File: src/verilog/file_unary_pkg.sv
package file_unary_pkg;
    localparam int unsigned DATA_W    = 8;
    localparam int unsigned ADDR_W    = 5;
    localparam int unsigned FILE_DEPTH = 32;
    localparam logic [7:0]  ZERO_BYTE = 8'h00;
    localparam logic [7:0]  ONE_BYTE  = 8'h01;
    localparam logic [7:0]  W_RESET   = 8'h00;
    localparam logic        DEST_W    = 1'b0;
    localparam logic        DEST_FILE = 1'b1;

    typedef enum logic [2:0]
    {
        no_operation           = 3'h0,
        clear_file_reg_op      = 3'h1,
        invert_file_reg_op     = 3'h2,
        minus_one_op           = 3'h3,
        plus_one_op            = 3'h4,
        minus_one_skip_zero_op = 3'h5,
        plus_one_skip_zero_op  = 3'h6
    } unary_op_t;

    typedef enum logic [1:0]
    {
        st_exec = 2'h0,
        st_read = 2'h1,
        st_skip = 2'h2
    } exec_state_t;
endpackage

File: src/verilog/file_unary_ops.sv
// Contract
// RULE_01: Clear writes 00h to file register 0..31 and sets zero flag.
// RULE_02: Complement inverts register; dest 0 to W, 1 to file; zero flag updated.
// RULE_03: Decrement subtracts one; dest 0 to W, 1 to file; zero flag updated.
// RULE_04: Increment adds one; stored per destination select; zero flag updated.
// RULE_05: Decrement-skip stores result, flags untouched; zero result skips next, two cycles.
// RULE_06: Increment-skip stores result, flags untouched; zero result skips next, two cycles.
// RULE_07: Zero flag set when 8-bit result is zero, else cleared; wraps.
`timescale 1ns/10ps
module file_unary_ops
#(
    parameter int unsigned DATA_W = file_unary_pkg::DATA_W,
    parameter int unsigned ADDR_W = file_unary_pkg::ADDR_W
)
(
    input  wire logic                        ref_clk,
    input  wire logic                        resetn,
    input  wire logic                        op_valid,
    input  wire file_unary_pkg::unary_op_t   op_code,
    input  wire logic [ADDR_W-1:0]           op_addr,
    input  wire logic                        op_dest,
    output logic                             op_ready,
    output logic                             done_ff,
    output logic                             skip_ff,
    output logic                             zero_flag_ff,
    output logic [DATA_W-1:0]                w_reg_ff,
    output logic [DATA_W-1:0]                result_ff
);
    // Byte-wide constants and the zero test fix both sizes
    if ((DATA_W != file_unary_pkg::DATA_W) || (ADDR_W != file_unary_pkg::ADDR_W))
    begin : g_size_check
        $error("file_unary_ops serves only 8-bit data and 5-bit addresses");
    end

    // Skip variants leave status alone and may drop the next fetch
    function automatic logic op_skips
    (
        input file_unary_pkg::unary_op_t op
    );
        return (op == file_unary_pkg::minus_one_skip_zero_op)
            || (op == file_unary_pkg::plus_one_skip_zero_op);
    endfunction

    function automatic logic op_sets_zero
    (
        input file_unary_pkg::unary_op_t op
    );
        return (op == file_unary_pkg::clear_file_reg_op)
            || (op == file_unary_pkg::invert_file_reg_op)
            || (op == file_unary_pkg::minus_one_op)
            || (op == file_unary_pkg::plus_one_op);
    endfunction

    // Spare code falls out here, so it acts as a no-operation
    function automatic logic op_live
    (
        input file_unary_pkg::unary_op_t op
    );
        return op_sets_zero(op) || op_skips(op);
    endfunction

    // Clear has no destination select: it always targets the file
    function automatic logic op_has_dest
    (
        input file_unary_pkg::unary_op_t op
    );
        return op_live(op) && (op != file_unary_pkg::clear_file_reg_op);
    endfunction

    file_unary_pkg::exec_state_t state_ff;
    file_unary_pkg::exec_state_t nxt_state;
    file_unary_pkg::unary_op_t   op_ff;
    logic [ADDR_W-1:0]           addr_ff;
    logic                        dest_ff;
    logic [DATA_W-1:0]           rd_data;
    logic [DATA_W-1:0]           result;
    logic                        result_zero;
    logic                        updates_zero;
    logic                        is_skip_op;
    logic                        writes_file;
    logic                        writes_w;
    logic                        finishing;
    logic                        take_op;
    logic                        result_live;

    // Operand comes from the file, so every op spends one read cycle first
    assign take_op   = (state_ff == file_unary_pkg::st_exec) && op_ready && op_valid;
    assign finishing = (state_ff == file_unary_pkg::st_read);

    always_comb
    begin
        unique case (op_ff)
            file_unary_pkg::clear_file_reg_op:      result = file_unary_pkg::ZERO_BYTE; // RULE_01
            file_unary_pkg::invert_file_reg_op:     result = ~rd_data; // RULE_02
            file_unary_pkg::minus_one_op,
            file_unary_pkg::minus_one_skip_zero_op: result = rd_data - file_unary_pkg::ONE_BYTE; // RULE_03
            file_unary_pkg::plus_one_op,
            file_unary_pkg::plus_one_skip_zero_op:  result = rd_data + file_unary_pkg::ONE_BYTE; // RULE_04
            default:                                result = rd_data;
        endcase
    end

    assign result_zero  = (result == file_unary_pkg::ZERO_BYTE); // RULE_07
    assign is_skip_op   = op_skips(op_ff);
    assign updates_zero = op_sets_zero(op_ff); // RULE_05 RULE_06
    assign result_live  = finishing && op_live(op_ff);
    assign writes_file  = finishing
                       && ((op_ff == file_unary_pkg::clear_file_reg_op)
                           || (op_has_dest(op_ff)
                               && (dest_ff == file_unary_pkg::DEST_FILE))); // RULE_01
    assign writes_w     = finishing && op_has_dest(op_ff)
                       && (dest_ff == file_unary_pkg::DEST_W); // RULE_02 RULE_03 RULE_04

    always_comb
    begin
        unique case (state_ff)
            file_unary_pkg::st_exec: nxt_state = take_op ? file_unary_pkg::st_read
                                                         : file_unary_pkg::st_exec;
            file_unary_pkg::st_read: nxt_state = (is_skip_op && result_zero)
                                                 ? file_unary_pkg::st_skip
                                                 : file_unary_pkg::st_exec; // RULE_05 RULE_06
            file_unary_pkg::st_skip: nxt_state = file_unary_pkg::st_exec;
            default:                 nxt_state = file_unary_pkg::st_exec;
        endcase
    end

    file_ram
    #(
        .DATA_W (DATA_W),
        .ADDR_W (ADDR_W)
    )
    u_file_ram
    (
        .ref_clk (ref_clk),
        .rd_addr (op_addr),
        .rd_data (rd_data),
        .wr_en   (writes_file),
        .wr_addr (addr_ff),
        .wr_data (result)
    );

    always_ff @(posedge ref_clk or negedge resetn)
    begin
        if (!resetn)
        begin
            state_ff <= file_unary_pkg::st_exec;
            op_ff    <= file_unary_pkg::no_operation;
            addr_ff  <= '0;
            dest_ff  <= 1'b0;
        end
        else
        begin
            state_ff <= nxt_state;
            if (take_op)
            begin
                op_ff   <= op_code;
                addr_ff <= op_addr;
                dest_ff <= op_dest;
            end
        end
    end

    always_ff @(posedge ref_clk or negedge resetn)
    begin
        if (!resetn)
        begin
            op_ready <= 1'b0;
        end
        else
        begin
            op_ready <= (nxt_state == file_unary_pkg::st_exec);
        end
    end

    always_ff @(posedge ref_clk or negedge resetn)
    begin
        if (!resetn)
        begin
            done_ff <= 1'b0;
            skip_ff <= 1'b0;
        end
        else
        begin
            done_ff <= finishing;
            // Discarded fetch shows as a no-operation cycle
            skip_ff <= finishing && is_skip_op && result_zero; // RULE_05 RULE_06
        end
    end

    always_ff @(posedge ref_clk or negedge resetn)
    begin
        if (!resetn)
        begin
            result_ff <= file_unary_pkg::ZERO_BYTE;
        end
        else
        begin
            if (result_live)
            begin
                result_ff <= result;
            end
        end
    end

    always_ff @(posedge ref_clk or negedge resetn)
    begin
        if (!resetn)
        begin
            zero_flag_ff <= 1'b0;
        end
        else
        begin
            if (finishing && updates_zero)
            begin
                zero_flag_ff <= result_zero; // RULE_07
            end
        end
    end

    always_ff @(posedge ref_clk or negedge resetn)
    begin
        if (!resetn)
        begin
            w_reg_ff <= file_unary_pkg::W_RESET;
        end
        else
        begin
            if (writes_w)
            begin
                w_reg_ff <= result;
            end
        end
    end
endmodule // file_unary_ops

File: src/verilog/file_ram.sv
`timescale 1ns/10ps
module file_ram
#(
    parameter int unsigned DATA_W = 8,
    parameter int unsigned ADDR_W = 5
)
(
    input  wire logic              ref_clk,
    input  wire logic [ADDR_W-1:0] rd_addr,
    output logic      [DATA_W-1:0] rd_data,
    input  wire logic              wr_en,
    input  wire logic [ADDR_W-1:0] wr_addr,
    input  wire logic [DATA_W-1:0] wr_data
);
    logic [DATA_W-1:0] mem [0:(1<<ADDR_W)-1];

    always_ff @(posedge ref_clk)
    begin
        if (wr_en)
        begin
            mem[wr_addr] <= wr_data;
        end
        rd_data <= mem[rd_addr];
    end
endmodule // file_ram

File: config.mk
export PLATFORM = sky130hd
export DESIGN_NAME = file_unary_ops
export DESIGN_NICKNAME = d
export VERILOG_FILES = /design/src/verilog/file_unary_pkg.sv /design/src/verilog/file_unary_ops.sv /design/src/verilog/file_ram.sv
export SDC_FILE = /design/constraint.sdc
export NUM_CORES = 1
export LEC_CHECK = 0
export BUFFER_PORTS_ARGS = -buffer_cell sky130_fd_sc_hd__buf_2
export CORE_AREA = 2 2 148 150
export DETAILED_ROUTE_END_ITERATION = 12
export DIE_AREA = 0 0 150 152
export PLACE_DENSITY = 0.75
export SYNTH_ARGS = -nofsm -noshare
export SYNTH_HDL_FRONTEND = slang
export SYNTH_SLANG_ARGS = --single-unit
File: constraint.sdc
create_clock -name ref_clk -period 4.03 [get_ports ref_clk]
set_input_delay 0 -clock ref_clk [delete_from_list [all_inputs] [get_ports ref_clk]]
set_output_delay 0 -clock ref_clk [all_outputs]
set_load 0.02 [all_outputs]
; ---- Word level (Yosys, flattened, before mapping)
; Memories as Yosys holds them, arrays and structs flattened. A register that Yosys moved wholly into a read port is not among the register bits.
; Index checks and enable logic that the tools add are counted.
[word_totals]
reg_bits = 31
latch_bits = 0
mem_bits_rw = 256
rom_bits = 0
word_cells = 52
mem_count = 1
[classes]
n_addsub = 2
n_mul = 0
div = 0
n_lt_le_gt_ge = 0
n_eq_ne = 8
shift = 0
n_mux = 6
n_bitwise = 2
reduce_logical = 23
[memory_table]
columns = memory, depth, word_bits, read_ports, rd_ports_with_merged_regs, wr, line_no
row1 = u_file_ram.mem, 32, 8, 1, 1, 1, file_ram.sv:15  ; logic [DATA_W-1:0] mem [0:(1<<ADDR_W)-1];
[op_table]
columns = operator, count
row1 = $pmux 8 s4, 1
row2 = $logic_and 1x1->1, 12
row3 = $eq 3x3->1 const B, 3
row4 = $add 8x1->8 const B, 1
row5 = $logic_not 8->1, 1
row6 = $not 8->8, 1
row7 = $sub 8x1->8 const B, 1
row8 = $eq 3x2->1 const B, 2
row9 = $logic_or 1x1->1, 6
row10 = $logic_not 2->1, 2
row11 = $pmux 2 s2, 1
row12 = $reduce_or 2->1, 2
row13 = $eq 3x1->1 const B, 1
row14 = $mux 1, 3
row15 = $ne 3x1->1 const B, 1
row16 = $eq 2x1->1 const B, 1
row17 = $mux 2, 1
row18 = $not 1->1, 1

; ---- Depth between registers and ports, before layout
; Gate-level depths: netlist (run 1).
[depth]
depth_word = 11
depth_mapped = 14
ltp_nobuf = 10

; ---- Cells and area by module
; A second synthesis (run 1) with hierarchy kept.
[unflattened]
cells_unflattened = 672
hier_area_um2 = 12304.3
[by_module_without_submodules]
columns = module, instances, cells_each, area_per_inst_um2
row1 = file_ram, 1, 417, 10053.4
row2 = file_unary_ops, 1, 255, 2250.9

; ---- Worst setup path before layout (run 1)
; OpenSTA, ideal clock, no wires.
[synth_timing]
path_kind = reg2reg
startpoint = reg op_ff[2]
endpoint = reg op_ready
arrival_ns = 3.544
required_ns = 3.910
slack_ns = 0.366
path_stages_with_launch = 14
n_path_buf = 3
synth_period_minus_slack_ns = 3.664
path_cell_list = dfrtp_1 buf_2 and2b_1 buf_2 xnor2_1 ha_1 clkbuf_1 nor4_4 a21oi_1 o221ai_1 a21oi_1 or4b_1 or4_4 o21ba_1
[synth_between]
elab_chain_cells = 8
[synth_rtl]
columns = element, line_no
row1 = from (decl), file_unary_ops.sv:72  ; file_unary_pkg::unary_op_t op_ff;
row2 = from (signal assigned), file_unary_ops.sv:147  ; op_ff <= file_unary_pkg::no_operation;
row3 = from (signal assigned), file_unary_ops.sv:156  ; op_ff <= op_code;
row4 = $eq 3x3->1 / $eq 3x2->1 (equally long branches), file_unary_ops.sv:92  ; unique case (op_ff)
row5 = $reduce_or 2->1, file_unary_ops.sv:92
row6 = $pmux 8 s4 (*), file_unary_ops.sv:92
row7 = net result[4], file_unary_ops.sv:76  ; logic [DATA_W-1:0] result;
row8 = $logic_not 8->1 (*), file_unary_ops.sv:103  ; assign result_zero = (result == file_unary_pkg::ZERO_BYTE);
row9 = $logic_and 1x1->1 (*), file_unary_ops.sv:119  ; file_unary_pkg::st_read: nxt_state = (is_skip_op && result_zero)
row10 = $mux 2 (*), file_unary_ops.sv:120  ; ? file_unary_pkg::st_skip
row11 = $pmux 2 s2 (*), file_unary_ops.sv:116  ; unique case (state_ff)
row12 = $logic_not 2->1 (*), file_unary_ops.sv:171  ; op_ready <= (nxt_state == file_unary_pkg::st_exec);
row13 = to (signal assigned), file_unary_ops.sv:171
row14 = to (decl), file_unary_ops.sv:22  ; output logic op_ready,
; Mark *: on every way through the listed nets, which the timed path passes. The rest lies on a longest branch.
; A chain may end at the register's enable or synchronous reset.

; ---- Worst setup path in the final report (run 1)
[layout_timing]
startpoint = reg op_ff[0]
endpoint = reg zero_flag_ff
[layout_between]
elab_chain_cells = 5
[layout_rtl]
columns = element, line_no
row1 = branches (longest 5 deep; another with $pmux 8 s4), -
row2 = to (signal assigned), file_unary_ops.sv:215  ; zero_flag_ff <= result_zero;
row3 = to (decl), file_unary_ops.sv:25  ; output logic zero_flag_ff,
; Parallel ways; which one is timed is not known.

==> results of run 1 <==
==> placed cells by master, fill, tap and decap left out, types with 6 or more instances in the layout <==
master / n
mux4_2: 80
clkbuf_16: 29
o21ai_0: 10
nor3_1: 7
a21oi_1: 21
nor2_1: 51
nand2_1: 24
edfxtp_1: 256
buf_4: 32
a31oi_1: 10
clkinv_2: 6
xnor2_1: 6
mux2_2: 26
nand3_1: 9
dfxtp_1: 8
dlygate4sd3_1: 7
dfrtp_1: 31
clkinv_1: 8
buf_2: 30
==> sequential cells by signal, indices dropped and copies added (netlist names) <==
register	count
u_file_ram.rd_data	8
op_ready	1
skip_ff	1
state_ff	2
w_reg_ff	8
dest_ff	1
addr_ff	5
result_ff	8
done_ff	1
u_file_ram.mem	256
zero_flag_ff	1
op_ff	3
==> cell type report <==
cell class,instances,area [um2]
clock buffer,32,737
clock inverter,21,209
fill,1421,7480
inverter,6,22.5
multi-input combinational,328,3430
sequential,295,8620
tap,280,350
timing repair buffer,71,500
==> metrics by stage <==
step	setup WS, ns	instance area [um2]	cells
finish	0.619	13900	1033
floorplan	0.366	12200	675
CTS	0.651	13900	1033
global route	0.385	13900	1033
detailed placement	0.694	12900	973
global placement	0.800	12900	973
==> logic make-up after synthesis <==
| kind of cell | count (synthesis) | synth area share |
|---|---|---|
| multiplexers | 106 | 0.171 |
| AND/OR/NAND/NOR | 133 | 0.0550 |
| XOR/XNOR | 9 | 0.00644 |
| buffers and inverters | 52 | 0.0177 |
| flip-flops | 295 | 0.705 |
| AO/OA/AOI/OAI | 76 | 0.0410 |
| adder cells (fa/ha/maj) | 4 | 0.00389 |
==> power by group through the flow <==
stage,combinational [W],clock (W),sequential (W)
6_report,0.00159,0.00267,0.00400
5_1_grt,0.00172,0.00282,0.00402
4_1_cts,0.00161,0.00271,0.00400
3_5_place_dp,0.00160,0,0.00406
3_3_place_gp,0.00154,0,0.00405
2_1_floorplan,0.000906,0,0.00411
==> path summary, 6_finish.rpt <==
| path | to | start | slack, ns | cells past startpoint |
|---|---|---|---|---|
| setup / recovery | zero_flag_ff | op_ff[0] | 0.62 | 12 |
| setup reg to reg | zero_flag_ff | op_ff[0] | 0.62 | 12 |
| hold reg to reg | state_ff[0] | state_ff[1] | 0.45 | 1 |
| min in group ref_clk | addr_ff[3] | op_addr[3] | 0.10 | 2 |
| max in group asynchronous | addr_ff[3] | resetn | 3.54 | 2 |
| hold / removal | result_ff[4] | resetn | 0.03 | 2 |
==> metal layers <==
metal | global-route usage | routed length, um | vias to the layer above
met3 | 0.0270 | 1560 | 48
met1 | 0.346 | 10700 | 3376
met4 | 0.0732 | 780 | 0
li1 | - | - | 2847
met5 | 0 | 0 | -
met2 | 0.373 | 12800 | 294
==> impl_metrics.json, run 1 <==
{
  "status": "complete, no violations",
  "initial_core_util": 0.573,
  "rows": 54,
  "routed_wl_um": 25900,
  "max_slew_margin": 0.461,
  "hold_path_class": "input pin to async pin",
  "area_delta_synth_final_pct": 13.3,
  "pin_count": 32,
  "path_cells": "and2b_1 -> buf_4 -> inv_2 -> ha_1 -> nand2_1 -> o31ai_1 -> inv_1 -> a21oi_1 -> o31ai_1 -> and3_1 -> buf_4 -> o41ai_1",
  "cts_max_level": 1,
  "syn_nets": 690,
  "critical_path.slowest_cell": "ha_1",
  "dpl.hpwl_um": 16200,
  "max_stage_delay_ns": 0.49,
  "power_w": 0.00826,
  "synth_cell_types": 64,
  "grt_pass1_vias": 6649,
  "p_leak_nw": 4.60,
  "finalHoldViolCount": 0,
  "die_area_mm2": 0.0228,
  "die_h_um": 152,
  "syn_inst": 675,
  "grt_pass1_wl_um": 39900,
  "cts_inserted_buffers": 29,
  "synth_common_cells": "edfxtp_1, mux4_2, nor2_1",
  "powerDensity_mw_per_mm2": 595,
  "die_x_um": 150,
  "setup_violations": 0,
  "drcViolationCount": 0,
  "drt_pass1_iterations": 5,
  "hold_buffers": 7,
  "cts_tree": "built",
  "yosysSeqAreaShare": 0.705,
  "antenna_found_initial": 0,
  "async_flop_share": 0.105,
  "crit_family": "compound AO/OA/AOI/OAI gates",
  "skew_ns": 0.0263,
  "ys.flop_type": "edfxtp_1",
  "maxCapViolCount": 0,
  "worstPathMaxFanout": 38,
  "antenna_cells": 0,
  "yosys_warnings": 0,
  "wire_per_inst_um": 25.0,
  "overflow": 0,
  "fin_util": 0.650,
  "drive_gt1_frac": 0.293,
  "power_frac_seq": 0.485,
  "cts.sinks": 295,
  "grt_use_total": 0.234,
  "cts_max_path_buffers": 3,
  "cp_num_buf_inv": 4,
  "clkLatencyLatePin_ns": 0.55,
  "syn_area_per_cell_um2": 18.1,
  "finalSetupTns_ns": 0,
  "holdWs_ns": 0.0311,
  "crit_type": "flip-flop to flip-flop",
  "rsz0062_at_grt": "no",
  "layout.nets": 746,
  "intPower_w": 0.00595,
  "gp_congestion": 0.856,
  "fmax_mhz": 293,
  "vias_per_cell": 6.36,
  "synthTopCellsByArea": "edfxtp_1, mux4_2, dfrtp_1",
  "start_kind": "flip-flop",
  "peakVddDrop_mv": 0.315,
  "vias": 6565,
  "syn_area_mm2": 0.0122,
  "synth_top_area_share": 0.628,
  "crit_required_ns": 4.45,
  "timing.final.max_slew_violations": 0,
  "crit_path_end_kind": "flip-flop",
  "coreArea_mm2": 0.0214,
  "port_buffers": 31,
  "path_clk_slew_ns": 0.07,
  "ant_nets": 0,
  "synth.most_common_cell": "edfxtp_1",
  "post_cts_resized": 0,
  "period_minus_slack_ns": 3.41,
  "p_sw_w": 0.00231,
  "post_cts_buffers": 0,
  "synth_edf_count": 256,
  "arrival_ns": 3.83,
  "swShare": 0.280,
  "grt_max_degree": 42,
  "p_comb_frac": 0.192,
  "worst_pin_slew_ns": 0.806,
  "synth-seq-cells": 295,
  "drt-initial-drc-count": 669,
  "synth_top_area_cell": "edfxtp_1",
  "fin_crit_sh": 0.846,
  "pwr-share-clk": 0.323,
  "clockRootBuffer": "clkbuf_16"
}
No activity file was read; power rests on OpenSTA's default activity.
==> run 2, diff against run 1 <==
CORE_AREA = 2 2 151 153   (was 2 2 148 150)
DIE_AREA = 0 0 153 155   (was 0 0 150 152)
clock period = 3.05 ns   (was 4.03 ns; I/O delays follow)
==> impl_metrics.json, run 2 (same netlist as run 1, synthesis figures left out) <==
{
  "dp.cells": 1005,
  "die_h_um": 155,
  "antenna_cells": 0,
  "wire_per_inst_um": 24.4,
  "final-seq-area_mm2": 0.00862,
  "layout_common_cells": "edfxtp_1, mux4_2, buf_4",
  "maxCapViolCount": 0,
  "routed_wl_um": 26000,
  "worstSetupStartpoint": "op_ff[2]",
  "status": "complete, no violations",
  "rows": 55,
  "grt_pass1_vias": 6744,
  "coreArea_mm2": 0.0222,
  "max_stage_delay_ns": 0.55,
  "reg2reg_depth": 10,
  "power_w": 0.0110,
  "port_buffers": 31,
  "peakVddDrop_mv": 0.395,
  "rsz0062_at_grt": "yes",
  "finalHoldViolCount": 0,
  "area_delta_synth_final_pct": 15.9,
  "vias": 6677,
  "grt_max_degree": 66,
  "fmax_mhz": 333,
  "cts_inserted_buffers": 29,
  "place_ws_ns": -0.0832,
  "multi_input_area_mm2": 0.00352,
  "overflow": 0,
  "cts_tree": "built",
  "period_minus_slack_ns": 3.00,
  "antenna_found_initial": 0,
  "clockRootBuffer": "clkbuf_16",
  "initial_core_util": 0.550,
  "cts.sinks": 295,
  "ant_nets": 0,
  "setup_violations": 0,
  "grt_pass1_wl_um": 39900,
  "place_area_mm2": 0.0131,
  "regMostFlops": "u_file_ram.mem",
  "fin_area_mm2": 0.0142,
  "cts_max_level": 1,
  "layout.nets": 777,
  "worst_pin_slew_ns": 0.776,
  "reg2reg_from": "op_ff[2]",
  "pin_count": 32,
  "nFillCells": 1450,
  "p_leak_nw": 4.76,
  "drt_pass1_iterations": 5,
  "drcViolationCount": 0,
  "skew_ns": 0.0229,
  "die_x_um": 153,
  "powerDensity_mw_per_mm2": 773,
  "dpl.hpwl_um": 16300,
  "crit_path_end_kind": "flip-flop",
  "start_kind": "flip-flop",
  "gp_congestion": 0.889,
  "die_area_mm2": 0.0237,
  "hold_path_class": "input pin to async pin",
  "fin_crit_sh": 0.983,
  "fin_cells": 1066,
  "critical_path.slowest_cell": "or4b_4",
  "worstPathMaxFanout": 6,
  "drt-initial-drc-count": 746,
  "grt_use_total": 0.223,
  "setup_ws_ns": 0.0507,
  "vias_per_cell": 6.26,
  "clkLatencyLatePin_ns": 0.55,
  "drive_gt1_frac": 0.332,
  "final_common_cell": "edfxtp_1",
  "crit_required_ns": 3.49,
  "arrival_ns": 3.44,
  "reg2reg_slack_ns": 0.05,
  "largest_reg_flops": 256,
  "r2r_end": "op_ready",
  "cts_max_path_buffers": 3,
  "max_slew_margin": 0.483,
  "path_clk_slew_ns": 0.06,
  "timing.final.max_slew_violations": 0,
  "crit_type": "flip-flop to flip-flop",
  "path_cells": "and2b_2 -> xnor2_2 -> ha_4 -> nor4_4 -> a21oi_2 -> o221ai_2 -> a21oi_4 -> or4b_4 -> or4_4 -> o21ba_1"
}
[run 2: worst max-delay path: cells and delay by family, from the launching register on]
kind                     cells  cell delay, ns
AO/OA/AOI/OAI                4            0.61
XOR/XNOR                     1            0.14
adder cells (fa/ha/maj)      1            0.19
flip-flops                   1            0.38
AND/OR/NAND/NOR              4            1.57
[run 2: power by group]
| part | internal, W | switching, W | total (W) |
|---|---|---|---|
| registers | 0.00510 | 0.000163 | 0.00527 |
| clock network | 0.00200 | 0.00141 | 0.00341 |
| logic | 0.000799 | 0.00150 | 0.00230 |
| total | 0.00790 | 0.00307 | 0.0110 |
[run 2: worst max-delay path by stage]
stage / endpoint / slack [ns] / cells past startpoint
after global placement: u_file_ram.mem[26][7] / 0.02 / 10
final: op_ready / 0.05 / 10
after floorplan: op_ready / -0.43 / 13
after detailed placement: u_file_ram.mem[27][7] / -0.08 / 10
after CTS: op_ready / 0.02 / 10
after global routing: u_file_ram.mem[28][1] / -0.04 / 7
[run 2: through the flow]
step | TNS, ns | utilization | hold WS, ns
3_3_place_gp | 0 | 0.590 | 0.0662
4_1_cts | 0 | 0.634 | 0.0333
3_5_place_dp | -2.61 | 0.590 | 0.0885
5_1_grt | -1.44 | 0.638 | 0.0742
2_1_floorplan | -1.18 | - | -0.296
6_report | 0 | 0.638 | 0.0420
[run 2: final cells by class]
cell class	count	area share
clock buffers	37	0.0533
clock inverters	13	0.0106
inverters	6	0.00159
multi-input cells	328	0.248
flip-flops and latches	295	0.608
well taps	285	0.0251
repair buffers	102	0.0531
[run 2: routing by layer]
layer / up-vias / global-route usage / routed length [um]
li1: 2899 / - / -
met1: 3422 / 0.324 / 10900
met2: 308 / 0.359 / 12700
met3: 48 / 0.0309 / 1700
met4: 0 / 0.0666 / 707
met5: - / 0 / 0
[run 2: repair_timing]
item	4_1_cts	5_1_grt
resized for setup	3	12
endpoints found under the setup margin	36	94
buffers inserted	0	4
pin swaps	0	4
hold endpoints to repair	46	0
hold buffers	7	0
cloned	0	0
